**config.mk**
```make
export PLATFORM = sky130hd
export DESIGN_NAME = bpeu_exec
export DESIGN_NICKNAME = d
export VERILOG_FILES = /design/src/verilog/bpeu_pkg.sv /design/src/verilog/bpeu_exec.sv /design/src/verilog/bpeu_rel_add.sv /design/src/verilog/bpeu_stack_ram.sv
export SDC_FILE = /design/constraint.sdc
export NUM_CORES = 2
export LEC_CHECK = 0
export BUFFER_PORTS_ARGS = -buffer_cell sky130_fd_sc_hd__buf_2
export CAP_MARGIN = 20
export CORE_ASPECT_RATIO = 1.25
export CORE_MARGIN = 4
export CORE_UTILIZATION = 55
export CTS_BUF_LIST = sky130_fd_sc_hd__clkbuf_2
export CTS_CLUSTER_SIZE = 14
export DETAILED_ROUTE_END_ITERATION = 16
export HOLD_SLACK_MARGIN = 0.02
export PLACE_DENSITY = 0.74
export SYNTH_ARGS = -nofsm -noshare
export SYNTH_HDL_FRONTEND = slang
export SYNTH_SLANG_ARGS = --single-unit
```
**constraint.sdc**
```tcl
create_clock -name ref_clk -period 15.85 [get_ports ref_clk]
set_input_delay 2.3775 -clock ref_clk [delete_from_list [all_inputs] [get_ports ref_clk]]
set_output_delay 2.3775 -clock ref_clk [all_outputs]
set_load 0.005 [all_outputs]
```
**src/verilog/bpeu_pkg.sv**
```systemverilog
// Constants for the branch and pointer execution unit: opcodes, lengths,
// reset values and field widths.
// Assumes the surrounding core supplies accumulator and carry on ref_clk.
`default_nettype none
package bpeu_pkg;
  localparam int unsigned PC_W  = 16;
  localparam int unsigned BYTE_W = 8;

  localparam logic [7:0] OP_PTR_INC   = 8'ha3;
  localparam logic [7:0] OP_BIT_SET   = 8'h20;
  localparam logic [7:0] OP_BIT_SETCL = 8'h10;
  localparam logic [7:0] OP_BIT_CLR   = 8'h30;
  localparam logic [7:0] OP_CARRY     = 8'h40;
  localparam logic [7:0] OP_NO_CARRY  = 8'h50;
  localparam logic [7:0] OP_ACC_ZERO  = 8'h60;
  localparam logic [7:0] OP_ACC_NZERO = 8'h70;
  localparam logic [7:0] OP_IND_JUMP  = 8'h73;
  localparam logic [7:0] OP_LONG_CALL = 8'h12;
  localparam logic [7:0] OP_LONG_JUMP = 8'h02;

  localparam logic [1:0] LEN_ONE   = 2'h1;
  localparam logic [1:0] LEN_TWO   = 2'h2;
  localparam logic [1:0] LEN_THREE = 2'h3;

  localparam logic [7:0]  SP_RESET   = 8'h07;
  localparam logic [15:0] PC_RESET   = 16'h0000;
  localparam logic [15:0] DATA_POINTER_RESET = 16'h0000;
  localparam logic [7:0]  ONE_BYTE   = 8'h01;
  localparam logic [15:0] ONE_WORD   = 16'h0001;
  localparam logic [7:0]  ZERO_BYTE  = 8'h00;

  typedef enum logic [2:0] {
    ST_REQ     = 3'b000,
    ST_WAIT    = 3'b001,
    ST_BIT_REQ = 3'b010,
    ST_BIT_WAIT= 3'b011,
    ST_EXEC    = 3'b100,
    ST_PUSH_HI = 3'b101
  } bpeu_state_t;
endpackage
`default_nettype wire

```
**src/verilog/bpeu_exec.sv**
```systemverilog
// Fetch, decode and execute for pointer increment, relative branches,
// indirect jump, long call and long jump.
// Assumes program memory answers code_rd with code_valid, and the bit
// space answers bit_rd with bit_valid, both on ref_clk.
`timescale 1ns/1ps
`default_nettype none
// What this block does
// [RULE1] Pointer increment adds one to the 16-bit data pointer, wrapping, no flags.
// [RULE2] Three-byte bit branches target next address plus signed third byte.
// [RULE3] Two-byte branches advance by two, then add signed second byte if true.
// [RULE4] Branch-if-bit-set jumps on a one and leaves the bit alone.
// [RULE5] Set-and-clear branch clears and jumps on a one; no write on zero.
// [RULE6] Set-and-clear reads port bits from the output latch, not the pin.
// [RULE7] Branch-if-bit-clear jumps on a zero and leaves the bit alone.
// [RULE8] Carry branch jumps only when carry is one.
// [RULE9] No-carry branch jumps only when carry is zero, carry untouched.
// [RULE10] Nonzero-accumulator branch jumps when any bit is one.
// [RULE11] Zero-accumulator branch jumps when all eight bits are zero.
// [RULE12] Indirect jump loads accumulator plus data pointer, wrapping, both unchanged.
// [RULE13] Long call adds three, pushes low then high, pre-incrementing stack pointer.
// [RULE14] Long call then loads high byte from byte two, low from byte three.
// [RULE15] Long jump loads the address from bytes two and three, no flags.
// [RULE16] Conditional branches never touch carry or any status flag.
// [RULE17] Relative targets wrap modulo 65536 with no flag or exception.
module bpeu_exec
  import bpeu_pkg::*;
#(
  parameter int unsigned SP_W = 8
) (
  input  wire logic                 ref_clk,
  input  wire logic                 rstn,
  output logic      [bpeu_pkg::PC_W-1:0] code_addr,
  output logic                      code_rd,
  input  wire logic [7:0]           code_data,
  input  wire logic                 code_valid,
  input  wire logic [7:0]           acc,
  input  wire logic                 carry_flag,
  output logic      [7:0]           bit_addr,
  output logic                      bit_rd,
  output logic                      bit_from_latch,
  input  wire logic                 bit_value,
  input  wire logic                 bit_valid,
  output logic                      bit_wr,
  output logic                      bit_wdata,
  input  wire logic                 pointer_load,
  input  wire logic [15:0]          pointer_load_value,
  input  wire logic                 sp_load,
  input  wire logic [SP_W-1:0]      sp_load_value,
  input  wire logic [SP_W-1:0]      stack_rd_addr,
  output logic      [7:0]           stack_rd_data,
  output logic      [bpeu_pkg::PC_W-1:0] program_counter,
  output logic      [15:0]          data_pointer,
  output logic      [7:0]           pointer_low_byte,
  output logic      [7:0]           pointer_high_byte,
  output logic      [SP_W-1:0]      stack_pointer,
  output logic                      instr_done,
  output logic                      unsupported_op
);
  import bpeu_pkg::*;

  function automatic logic [1:0] op_len(input logic [7:0] op);
    unique case (op)
      OP_BIT_SET, OP_BIT_SETCL, OP_BIT_CLR,
      OP_LONG_CALL, OP_LONG_JUMP:             op_len = LEN_THREE;
      OP_CARRY, OP_NO_CARRY,
      OP_ACC_ZERO, OP_ACC_NZERO:              op_len = LEN_TWO;
      default:                                op_len = LEN_ONE;
    endcase
  endfunction

  function automatic logic is_bit_op(input logic [7:0] op);
    is_bit_op = (op == OP_BIT_SET) || (op == OP_BIT_SETCL) || (op == OP_BIT_CLR);
  endfunction

  bpeu_state_t      state, next_state;
  logic [PC_W-1:0]  fetch_addr, next_fetch_addr;
  logic [1:0]       byte_idx, next_byte_idx;
  logic [7:0]       opcode, next_opcode;
  logic [7:0]       byte2, next_byte2;
  logic [7:0]       byte3, next_byte3;
  logic             bit_seen, next_bit_seen;
  logic [PC_W-1:0]  next_code_addr, next_program_counter;
  logic             next_code_rd, next_bit_rd, next_bit_from_latch;
  logic [7:0]       next_bit_addr;
  logic             next_bit_wr, next_instr_done, next_unsupported_op;
  logic [15:0]      next_data_pointer;
  logic [SP_W-1:0]  next_stack_pointer;
  logic [PC_W-1:0]  seq_addr, target3, target2;
  logic             ram_we;
  logic [SP_W-1:0]  ram_waddr;
  logic [7:0]       ram_wdata;
  logic [7:0]       next_byte_cur;
  logic             taken;

  assign seq_addr = program_counter + {{(PC_W-2){1'b0}}, op_len(opcode)};

  // [RULE2] [RULE17] Three-byte target
  bpeu_rel_add #(.W(PC_W)) u_add3 (
    .base   (seq_addr),
    .disp   (byte3),
    .target (target3)
  );

  // [RULE3] [RULE17] Two-byte target
  bpeu_rel_add #(.W(PC_W)) u_add2 (
    .base   (seq_addr),
    .disp   (byte2),
    .target (target2)
  );

  bpeu_stack_ram #(.AW(SP_W), .DW(8)) u_stack (
    .ref_clk (ref_clk),
    .wr_en   (ram_we),
    .wr_addr (ram_waddr),
    .wr_data (ram_wdata),
    .rd_addr (stack_rd_addr),
    .rd_data (stack_rd_data)
  );

  always_comb begin
    unique case (opcode)
      // [RULE4] Branch on one
      OP_BIT_SET:   taken = bit_seen;
      // [RULE5] Branch and clear on one
      OP_BIT_SETCL: taken = bit_seen;
      // [RULE7] Branch on zero
      OP_BIT_CLR:   taken = !bit_seen;
      // [RULE8] Carry set
      OP_CARRY:     taken = carry_flag;
      // [RULE9] Carry clear
      OP_NO_CARRY:  taken = !carry_flag;
      // [RULE11] All bits zero
      OP_ACC_ZERO:  taken = (acc == ZERO_BYTE);
      // [RULE10] Any bit one
      OP_ACC_NZERO: taken = (acc != ZERO_BYTE);
      default:      taken = 1'b0;
    endcase
  end

  always_comb begin
    next_state           = state;
    next_fetch_addr      = fetch_addr;
    next_byte_idx        = byte_idx;
    next_opcode          = opcode;
    next_byte2           = byte2;
    next_byte3           = byte3;
    next_bit_seen        = bit_seen;
    next_code_addr       = code_addr;
    next_code_rd         = 1'b0;
    next_bit_rd          = 1'b0;
    next_bit_addr        = bit_addr;
    next_bit_from_latch  = bit_from_latch;
    next_bit_wr          = 1'b0;
    next_program_counter = program_counter;
    next_data_pointer    = data_pointer;
    next_stack_pointer   = stack_pointer;
    next_instr_done      = 1'b0;
    next_unsupported_op  = 1'b0;
    ram_we               = 1'b0;
    ram_waddr            = stack_pointer;
    ram_wdata            = ZERO_BYTE;
    next_byte_cur        = (byte_idx == 2'h0) ? code_data : opcode;
    unique case (state)
      ST_REQ: begin
        next_code_rd   = 1'b1;
        next_code_addr = fetch_addr;
        next_state     = ST_WAIT;
      end
      ST_WAIT: begin
        if (code_valid) begin
          unique case (byte_idx)
            2'h0:    next_opcode = code_data;
            2'h1:    next_byte2  = code_data;
            default: next_byte3  = code_data;
          endcase
          next_fetch_addr = fetch_addr + ONE_WORD;
          if (byte_idx + 2'h1 < op_len(next_byte_cur)) begin
            next_byte_idx = byte_idx + 2'h1;
            next_state    = ST_REQ;
          end else begin
            next_byte_idx = 2'h0;
            next_state    = is_bit_op(next_byte_cur) ? ST_BIT_REQ : ST_EXEC;
          end
        end
      end
      ST_BIT_REQ: begin
        next_bit_rd         = 1'b1;
        next_bit_addr       = byte2;
        // [RULE6] Latch source for clear form
        next_bit_from_latch = (opcode == OP_BIT_SETCL);
        next_state          = ST_BIT_WAIT;
      end
      ST_BIT_WAIT: begin
        if (bit_valid) begin
          next_bit_seen = bit_value;
          next_state    = ST_EXEC;
        end
      end
      ST_EXEC: begin
        next_state           = ST_REQ;
        next_instr_done      = 1'b1;
        next_program_counter = seq_addr;
        next_fetch_addr      = seq_addr;
        unique case (opcode)
          // [RULE1] Sixteen-bit increment
          OP_PTR_INC: next_data_pointer = data_pointer + ONE_WORD;
          // [RULE2] [RULE4] [RULE7] Bit branch
          OP_BIT_SET, OP_BIT_CLR: begin
            if (taken) begin
              next_program_counter = target3;
              next_fetch_addr      = target3;
            end
          end
          // [RULE5] Clear only when set
          OP_BIT_SETCL: begin
            if (taken) begin
              next_bit_wr          = 1'b1;
              next_program_counter = target3;
              next_fetch_addr      = target3;
            end
          end
          // [RULE3] [RULE16] Flagless short branch
          OP_CARRY, OP_NO_CARRY, OP_ACC_ZERO, OP_ACC_NZERO: begin
            if (taken) begin
              next_program_counter = target2;
              next_fetch_addr      = target2;
            end
          end
          // [RULE12] Accumulator plus pointer
          OP_IND_JUMP: begin
            next_program_counter = data_pointer + {8'h00, acc};
            next_fetch_addr      = data_pointer + {8'h00, acc};
          end
          // [RULE13] Push low byte first
          OP_LONG_CALL: begin
            // Hold pc so the high push still sees pc plus three
            next_program_counter = program_counter;
            next_stack_pointer = stack_pointer + SP_W'(1);
            ram_we             = 1'b1;
            ram_waddr          = stack_pointer + SP_W'(1);
            ram_wdata          = seq_addr[7:0];
            next_instr_done    = 1'b0;
            next_state         = ST_PUSH_HI;
          end
          // [RULE15] Absolute load
          OP_LONG_JUMP: begin
            next_program_counter = {byte2, byte3};
            next_fetch_addr      = {byte2, byte3};
          end
          default: next_unsupported_op = 1'b1;
        endcase
      end
      ST_PUSH_HI: begin
        // [RULE13] Second push, high byte
        next_stack_pointer   = stack_pointer + SP_W'(1);
        ram_we               = 1'b1;
        ram_waddr            = stack_pointer + SP_W'(1);
        ram_wdata            = seq_addr[15:8];
        // [RULE14] Target from bytes two and three
        next_program_counter = {byte2, byte3};
        next_fetch_addr      = {byte2, byte3};
        next_instr_done      = 1'b1;
        next_state           = ST_REQ;
      end
      default: next_state = ST_REQ;
    endcase
    // Loads win over increments and pushes
    if (pointer_load) begin
      next_data_pointer = pointer_load_value;
    end
    if (sp_load) begin
      next_stack_pointer = sp_load_value;
    end
  end

  always_ff @(posedge ref_clk) begin
    if (!rstn) begin
      state           <= ST_REQ;
      fetch_addr      <= PC_RESET;
      byte_idx        <= 2'h0;
      opcode          <= ZERO_BYTE;
      byte2           <= ZERO_BYTE;
      byte3           <= ZERO_BYTE;
      bit_seen        <= 1'b0;
      code_addr       <= PC_RESET;
      code_rd         <= 1'b0;
      bit_rd          <= 1'b0;
      bit_addr        <= ZERO_BYTE;
      bit_from_latch  <= 1'b0;
      bit_wr          <= 1'b0;
      program_counter <= PC_RESET;
      data_pointer    <= DATA_POINTER_RESET;
      stack_pointer   <= SP_W'(SP_RESET);
      instr_done      <= 1'b0;
      unsupported_op  <= 1'b0;
    end else begin
      state           <= next_state;
      fetch_addr      <= next_fetch_addr;
      byte_idx        <= next_byte_idx;
      opcode          <= next_opcode;
      byte2           <= next_byte2;
      byte3           <= next_byte3;
      bit_seen        <= next_bit_seen;
      code_addr       <= next_code_addr;
      code_rd         <= next_code_rd;
      bit_rd          <= next_bit_rd;
      bit_addr        <= next_bit_addr;
      bit_from_latch  <= next_bit_from_latch;
      bit_wr          <= next_bit_wr;
      program_counter <= next_program_counter;
      data_pointer    <= next_data_pointer;
      stack_pointer   <= next_stack_pointer;
      instr_done      <= next_instr_done;
      unsupported_op  <= next_unsupported_op;
    end
  end

  // Write data is always zero; only the clear form writes
  assign bit_wdata = 1'b0;
  assign pointer_low_byte  = data_pointer[7:0];
  assign pointer_high_byte = data_pointer[15:8];

  AST_PTR_INC: assert property (@(posedge ref_clk) disable iff (!rstn) // [RULE1]
    (state == ST_EXEC && opcode == OP_PTR_INC && !pointer_load)
      |=> data_pointer == $past(data_pointer) + ONE_WORD)
    else $error("pointer increment wrong");
  AST_BIT3: assert property (@(posedge ref_clk) disable iff (!rstn) // [RULE2]
    (state == ST_EXEC && is_bit_op(opcode) && taken) |=> program_counter == $past(target3))
    else $error("bit branch target wrong");
  AST_SHORT: assert property (@(posedge ref_clk) disable iff (!rstn) // [RULE3]
    (state == ST_EXEC && op_len(opcode) == LEN_TWO)
      |=> program_counter == ($past(taken) ? $past(target2) : $past(program_counter) + 16'h0002))
    else $error("short branch target wrong");
  AST_NO_WR: assert property (@(posedge ref_clk) disable iff (!rstn) // [RULE4]
    bit_wr |-> $past(opcode) == OP_BIT_SETCL && $past(bit_seen))
    else $error("bit written without cause");
  AST_SETCL: assert property (@(posedge ref_clk) disable iff (!rstn) // [RULE5]
    (state == ST_EXEC && opcode == OP_BIT_SETCL && bit_seen) |=> bit_wr && !bit_wdata)
    else $error("set-and-clear did not clear");
  AST_LATCH: assert property (@(posedge ref_clk) disable iff (!rstn) // [RULE6]
    bit_rd |-> bit_from_latch == (opcode == OP_BIT_SETCL))
    else $error("wrong bit source");
  AST_IND: assert property (@(posedge ref_clk) disable iff (!rstn) // [RULE12]
    (state == ST_EXEC && opcode == OP_IND_JUMP)
      |=> program_counter == $past(data_pointer) + {8'h00, $past(acc)})
    else $error("indirect jump target wrong");
  AST_CALL: assert property (@(posedge ref_clk) disable iff (!rstn) // [RULE13]
    (state == ST_EXEC && opcode == OP_LONG_CALL && !sp_load)
      |=> ##1 stack_pointer == $past(stack_pointer, 2) + SP_W'(2)
          && program_counter == {byte2, byte3})
    else $error("long call push or target wrong");
  AST_JUMP: assert property (@(posedge ref_clk) disable iff (!rstn) // [RULE15]
    (state == ST_EXEC && opcode == OP_LONG_JUMP) |=> program_counter == {$past(byte2), $past(byte3)})
    else $error("long jump target wrong");
endmodule // bpeu_exec
`default_nettype wire

```
**src/verilog/bpeu_rel_add.sv**
```systemverilog
// Relative target adder: base plus sign-extended displacement.
// Assumes a 16-bit base; the sum wraps without any flag.
`timescale 1ns/1ps
`default_nettype none
module bpeu_rel_add #(
  parameter int unsigned W = 16
) (
  input  wire logic [W-1:0] base,
  input  wire logic [7:0]   disp,
  output logic      [W-1:0] target
);
  // Wraps modulo two to the W
  assign target = base + {{(W-8){disp[7]}}, disp};
endmodule // bpeu_rel_add
`default_nettype wire

```
**src/verilog/bpeu_stack_ram.sv**
```systemverilog
// Internal stack RAM, one write port and one registered read port.
// Assumes a single clock; no reset of the contents.
`timescale 1ns/1ps
`default_nettype none
module bpeu_stack_ram #(
  parameter int unsigned AW = 8,
  parameter int unsigned DW = 8
) (
  input  wire logic          ref_clk,
  input  wire logic          wr_en,
  input  wire logic [AW-1:0] wr_addr,
  input  wire logic [DW-1:0] wr_data,
  input  wire logic [AW-1:0] rd_addr,
  output logic      [DW-1:0] rd_data
);
  logic [DW-1:0] mem [2**AW];

  always_ff @(posedge ref_clk) begin
    if (wr_en) begin
      mem[wr_addr] <= wr_data;
    end
    rd_data <= mem[rd_addr];
  end
endmodule // bpeu_stack_ram
`default_nettype wire

```
; Word level (Yosys, flattened, before mapping)
; Memory sizes are Yosys's and may differ from the RTL's. A register that Yosys moved wholly into a read port is not among the register bits.
; Index checks and enable logic that the tools add are counted.
; Widths: inputs -> output; s select.
[op_classes]
bitwise = 1
n_lt_le_gt_ge = 1
n_eq_ne = 29
n_mul = 0
n_div = 0
n_mux = 38
addsub = 8
shifts = 0
reduce_logical = 30
[op_table]
columns = operator, n
row1 = $mux 16, 6
row2 = $pmux 16 s5, 1
row3 = $eq 8x7->1 const B, 9
row4 = $pmux 16 s4, 1
row5 = $pmux 16 s3, 1
row6 = $add 16x1->16 const B, 2
row7 = $add 16x16->16, 2
row8 = $eq 8x5->1 const B, 4
row9 = $eq 8x6->1 const B, 4
row10 = $mux 8, 4
row11 = $pmux 16 s2, 1
row12 = $pmux 8 s2, 2
row13 = $add 16x2->16, 1
row14 = $add 16x8->16, 1
row15 = $eq 8x2->1 const B, 2
row16 = $mux 3, 5
row17 = $pmux 3 s5, 1
row18 = $reduce_and 2->1, 7
row19 = $reduce_or 11->1, 1
row20 = $reduce_or 5->1, 2
row21 = $reduce_and 3->1, 3
row22 = $add 8x1->8 const B, 1
row23 = $eq 8x8->1 const B, 1
row24 = $logic_not 8->1, 1
row25 = other kinds (23), 44
[totals]
wordCells = 126
mem_bits_rw = 2048
latch_bits = 0
output_inout_bits = 95
reg_bits = 116
rom_bits = 0
mem_count = 1
[mem_list]
columns = memory, depth, word_bits, read_ports, rd_ports_with_merged_regs, write_ports, line_no
row1 = u_stack.mem, 256, 8, 1, 1, 1, bpeu_stack_ram.sv:16  ; logic [DW-1:0] mem [2**AW];

; Logic depth before layout (Yosys ltp)
[depth]
word_depth = 11
mapped_depth = 23
ltp_nobuf = 20

; By module
; Synthesis repeated with hierarchy kept, for this count alone.
[hier_totals]
hier_cells = 4911
hier_area_um2 = 88413.5
[by_module_without_submodules]
columns = mod, area_per_inst_um2, cells_each, n_inst, seq_area_each_um2
row1 = bpeu_stack_ram, 79556.3, 3733, 1, 61659.1
row2 = bpeu_exec, 7407.1, 983, 1, 2322.2
row3 = bpeu_rel_add (u_add3), 730.7, 98, 1, 0.0
row4 = bpeu_rel_add (u_add2), 719.4, 97, 1, 0.0

; Least setup slack after synthesis
; OpenSTA, ideal clock, no wires.
[synth_timing]
path_kind = register to register
startpoint = register opcode[7]
endpoint = memory u_stack.mem[0][4] (data pin)
slack_ns = 0.651
arrival_time_ns = 13.008
synth_period_minus_slack_ns = 15.199
stages_incl_launch_ff = 14
n_path_buf = 2
required_ns = 13.659
cell_sequence = dfxtp_1 or4_1 buf_2 or3_1 buf_2 nor2_4 nor2_1 o31ai_1 inv_1 fa_1 or3_1 nor3_1 xnor2_1 o21ai_0
[synth_between]
elab_chain_len = 6
elab_cells_between_ends = 15
[synth_lines]
columns = item, line_no
row1 = start: declaration, bpeu_exec.sv:78  ; logic [7:0] opcode, next_opcode;
row2 = start signal: assignment, bpeu_exec.sv:300  ; opcode <= next_opcode;
row3 = $eq 8x5->1 (tied with other cells), bpeu_exec.sv:62  ; unique case (op)
row4 = $reduce_or 5->1 or $reduce_or 4->1 (tied branches), bpeu_exec.sv:62
row5 = $pmux 2 s2, bpeu_exec.sv:62
row6 = $add 16x2->16, bpeu_exec.sv:95  ; assign seq_addr = program_counter + {{(PC_W-2){1'b0}}, op_len(opcode)};
row7 = $mux 8, bpeu_exec.sv:204  ; unique case (opcode)
row8 = $pmux 8 s2 *, bpeu_exec.sv:163  ; unique case (state)
row9 = via ram_wdata[4], bpeu_exec.sv:91  ; logic [7:0] ram_wdata;
row10 = end: declaration, bpeu_stack_ram.sv:16
; Mark *: on every way through the listed nets, which the timed path passes. The rest lies on a longest branch.

; Worst setup path in the final report
[layout_timing]
startpoint = register opcode[7]
endpoint = register program_counter[15] (netlist bit)
[layout_between]
elab_chain_len = 8
elab_cells_between_ends = 25
[layout_lines]
columns = item, line_no
row1 = $eq 8x5->1 (tied with other cells), "bpeu_exec.sv:62, bpeu_exec.sv:121, bpeu_exec.sv:204"
row2 = $reduce_or 5->1 or $reduce_or 4->1 (tied branches), "bpeu_exec.sv:62, bpeu_exec.sv:204"
row3 = $pmux 2 s2, bpeu_exec.sv:62
row4 = $add 16x2->16, bpeu_exec.sv:95
row5 = $add 16x16->16, bpeu_rel_add.sv:13  ; assign target = base + {{(W-8){disp[7]}}, disp};
row6 = $mux 16 (on tied branches), "bpeu_exec.sv:224, bpeu_exec.sv:209, bpeu_exec.sv:216"
row7 = $pmux 16 s5, bpeu_exec.sv:204
row8 = $pmux 16 s2, bpeu_exec.sv:163
row9 = end signal: assignment, bpeu_exec.sv:310  ; program_counter <= next_program_counter;
row10 = end: declaration, bpeu_exec.sv:51  ; output logic [bpeu_pkg::PC_W-1:0] program_counter,
; Parallel ways exist; a longest one is shown, timed or not.
; A chain may end at the register's enable or synchronous reset.

==> results.md <==
- The switching part of the total power is 23.8%.
- The final hold slack is 0.474 ns.
- The power share of the combinational group is 3.8%.
- Entering global routing, the biggest net connects 257 pins.
- In this run the deepest clock path goes through 4 buffers.
- The global routing met3 resource utilization is 5.79%.
- The top-level port count is 151.
- The worst setup path is launched from a register.
- For met2 alone, demand over resource in global routing was 41.5%.
- The number of instances on the worst hold path is 2.
- Once the clock tree was built, the setup fixing pass inserted 0 buffers.
- Along the worst path, the maximum fanout reaches 14.
- Yosys attributes the largest share of cell area to sky130_fd_sc_hd__edfxtp_1 70%, sky130_fd_sc_hd__mux4_2 17%, sky130_fd_sc_hd__dfxtp_1 2.8%.
- The total power density per cell area is 105 nW/um2.
- Wires add up to 210000 um.
- Once the clock tree was built, the resizer swapped 0 gates to a different size.
- Cell internal power was estimated by the tool at 7580 uW.
- In this run the worst hold path is classified as reg2reg.
- Synthesis produced 4343 cells.
- The H-tree was split into 5 levels.
- The count of maximum capacitance violations is 0.
- After global routing, the most crowded layer is met2.
- The number of DRC markers after the initial detailed-route iteration is 5475.
- The synthesized-area fraction occupied by ao, oa, aoi and oai cells is 2.55%.
- The static leakage power is 0.0347 uW.
- The kind of capture point of the worst setup path is a register.
- The aggregate global routing overflow is 0.
- The number of global-route vias before repair was 46600.
- The met1 capacity usage during global routing is 34.2%.
- The die boundary width is 365 um.
- For this design, the sink count on the clock tree is 2172.
- Headroom to the max-slew limit came out at 12.2%.
- The number of fill cells in the layout is 11400.
- The area of the die is 166000 um2.
- Buffers placed on the I/O ports in this run total 149.
- The number of iterations in the first detailed-routing pass is 8.
- At the worst endpoint, the arrival time is 8.64 ns.
- The worst path uses 43.8% of the clock period.
- Buffers inserted during clock tree synthesis total 490.
- The clock root buffer master is sky130_fd_sc_hd__clkbuf_2.
- Summing the areas of all and, or, nand and nor instances in the mapped netlist gives 3.76% of the synthesized area.
- Among all flip-flop cells after synthesis, the most frequent one is sky130_fd_sc_hd__edfxtp_1.
- The worst hold path begins at byte_idx[1].
- Summing every instance area after synthesis gives 87800 um2.
- The detail route stage leaves a number of antenna-violating nets equal to 0.
- The worst-case reg-to-reg path depth is 20.
- The y dimension of the die is 455 um.
- After detailed routing, the number of remaining DRC violations is 0.
- The endpoint identified for the worst register-to-register timing path is program_counter[15].
- Counting every net in the synthesized netlist gives 4453.
- The startpoint identified for the worst register-to-register timing path is opcode[7].
- The TritonCTS clock tree is done.
- Setup violations remaining at the end of the flow were counted as 0.
- The dominant cell type by area after synthesis is sky130_fd_sc_hd__edfxtp_1.
- At the later pin of the worst-skew pair, clock insertion delay measures 1.92 ns.
- The net switching component of the power is 2370 uW.
- Compared with the post-synthesis result, the final layout area differs by 8.27%.
- The HPWL after detailed placement is 125000 um.
- Clock-pin slew was measured on the worst setup and hold paths at 0.11 ns.
- Each instance of the synthesized netlist takes up on average 20.2 um2.
- The synthesized design contains 2172 register bits.
- The flow ran to the end, and the final reports show no timing, DRC or antenna violations.
- The path with the worst hold slack has its endpoint at byte_idx[1].
- Yosys mapped a number of flops with a built-in enable equal to 2048.
- The type of the worst setup path is reg2reg.
- After clock tree synthesis, the flow added hold-fix buffers numbering 0.
- The final-report hold violation count was 0.
- The area share of the largest cell type after synthesis is 70.1%.
- After routing, the total negative slack on setup checks comes to 0 ns.
- The setup check on the worst reg-to-reg path leaves a slack of 8.90 ns.
- The number of antenna violations at the first check in global routing is 8.
- Ranked by instance count, the synthesized netlist is headed by 2048 x sky130_fd_sc_hd__edfxtp_1, 680 x sky130_fd_sc_hd__mux4_2, 316 x sky130_fd_sc_hd__nor2_1.
- The placement row count is 163.
- The core region is 158000 um2.
- The share of flip-flops with an asynchronous set or reset is 0%.
- The transition time at the pin with the least slew margin is 1.32 ns.
- The starting density of the core is 55.5%.
- VDD sags by at most 0.0000729 V.
- The fraction of power consumed by the clock network is 33.9%.
- The synthesized-area fraction occupied by adder cells is 0.804%.
- The clock arrives with 0.217 ns of skew.
- The number of distinct library cells after synthesis is 79.
- The max-slew violation count came to 0.
- By instance count, the leading cell after synthesis is sky130_fd_sc_hd__edfxtp_1.
- The upper clock frequency limit is 144 MHz.
- The power share of the sequential group is 62.3%.
- Sequential elements use 72.9% of the synthesized area.
- The largest family of logic cells by synthesized area is multiplexers.
- The global-route wire length before repair is 310000 um.
- For this run, the post-layout net count is 4916.
- Setup repair after global routing left no endpoint under its margin.
- The xor/xnor share of the synthesized area is 0.847%.
- Routability-driven placement finished with a final weighted congestion of 0.913.
- The fraction of final layout cells sized beyond drive strength 1 is 33.0%.
- The worst path in the final design needs a cycle of 6.95 ns, including I/O delays and setup.
- Dividing the detail-routed via count by the number of cells gives 6.28.
- STA puts the critical path data required time at 17.54 ns.
- The multiplexer fraction of the synthesized cell area is 17.6%.
- In the final routed layout, each cell accounts on average for 28.9 um.
- The detailed router placed 45600 vias in this run.
- For this run, the total global-route usage over all layers was measured as 25.8%.
- The count of warnings emitted by yosys is 0.
==> how the worst max path moves through the flow <==
| stage | start | end | slack (ns) | cells past startpoint |
|---|---|---|---|---|
| 2_1_floorplan | opcode[7] | u_stack.mem[0][4] | 0.65 | 13 |
| 3_3_place_gp | stack_rd_addr[1] | u_stack.rd_data[7] | 8.16 | 8 |
| 3_5_place_dp | stack_rd_addr[1] | u_stack.rd_data[7] | 8.10 | 8 |
| 4_1_cts | opcode[7] | fetch_addr[15] | 9.11 | 20 |
| 5_1_grt | opcode[7] | program_counter[11] | 8.60 | 20 |
| 6_report | opcode[7] | program_counter[15] | 8.90 | 20 |
==> per-stage QoR <==
stage | area [um2] | total power [uW] | cells | utilization (%) | setup slack, ns
5_1_grt | 95000 | 10400 | 7251 | 60.0 | 8.60
6_report | 95000 | 9950 | 7255 | 60.0 | 8.90
2_1_floorplan | 87800 | 6600 | 4343 | - | 0.651
3_3_place_gp | 90500 | 6710 | 6361 | 57.2 | 8.16
3_5_place_dp | 90600 | 6710 | 6363 | 57.2 | 8.10
4_1_cts | 94800 | 10000 | 7232 | 59.9 | 9.11
==> layout by cell type (no fill, tap or decap), drive strengths merged, types with 22 or more instances in the layout <==
cell,instances
edfxtp,2048
clkbuf,716
mux4,680
nor2,320
buf,229
nand2,213
clkinv,146
dfxtp,124
o21ai,73
a21boi,59
a21oi,51
ha,50
nand3,48
xnor2,43
xor2,41
and2,28
inv,25
nor3,22
==> power by group through the flow <==
stage	registers [uW]	logic (uW)	clock network [uW]
floorplan	6330	270	0
global placement	6330	375	0
detailed placement	6330	377	0
CTS	6200	378	3450
global route	6200	404	3780
finish	6200	378	3370
==> sequential cells by signal, summed over array words and instances (netlist names), 2 cells and up <==
| signal | cells |
|---|---|
| code_addr | 16 |
| opcode | 8 |
| byte_idx | 2 |
| data_pointer | 16 |
| u_stack.mem | 2048 |
| byte3 | 8 |
| u_stack.rd_data | 8 |
| fetch_addr | 16 |
| bit_addr | 8 |
| stack_pointer | 8 |
| state | 3 |
| program_counter | 16 |
| byte2 | 8 |
==> cell families (layout without fill, tap and decap cells) <==
kind of cell / count (synthesis) / count (layout)
other: 1 / 11
buffers and inverters: 279 / 1119
adders and majority gates: 54 / 54
DFF: 2172 / 2172
AOI/OAI and AO/OA: 330 / 330
muxes: 695 / 695
and+or+nand+nor: 728 / 728
xor gates and xnor gates: 84 / 84
==> critical path: stages, from the launching register on <==
cell,delay (ns)
sky130_fd_sc_hd__dfxtp_1,0.37
sky130_fd_sc_hd__or4_1,0.68
sky130_fd_sc_hd__or3_1,0.49
sky130_fd_sc_hd__nor2_4,0.37
sky130_fd_sc_hd__nor2_1,0.20
sky130_fd_sc_hd__o31ai_1,0.15
sky130_fd_sc_hd__inv_1,0.11
sky130_fd_sc_hd__fa_1,0.43
sky130_fd_sc_hd__or3_1,0.46
sky130_fd_sc_hd__xor2_1,0.38
sky130_fd_sc_hd__inv_1,0.19
sky130_fd_sc_hd__ha_1,0.39
sky130_fd_sc_hd__a21o_1,0.21
sky130_fd_sc_hd__a221oi_1,0.30
sky130_fd_sc_hd__o211ai_1,0.22
sky130_fd_sc_hd__o31ai_1,0.47
sky130_fd_sc_hd__o21ai_0,0.16
sky130_fd_sc_hd__a21oi_1,0.20
sky130_fd_sc_hd__xor2_1,0.09
sky130_fd_sc_hd__a211oi_1,0.75
sky130_fd_sc_hd__o21ai_0,0.17
==> cell type report <==
cell class	instances	area (um2)	share of cell area [%]
Timing Repair Buffer	230	1530	1.61
Clock inverter	154	693	0.729
Sequential cell	2172	64000	67.3
Tap cell	2062	2580	2.72
Clock buffer	715	3580	3.77
Antenna cell	10	25.0	0.0263
Multi-Input combinational cell	1892	22600	23.7
Inverter	20	75.1	0.0790
==> layer usage <==
metal | part of all wire [%] | vias to the layer above
li1 | - | 19100
met1 | 37 | 23500
met2 | 50 | 2504
met3 | 8.7 | 470
met4 | 4.5 | 4
met5 | 0.010 | -
Note: power is estimated with default switching activity, not from simulation.
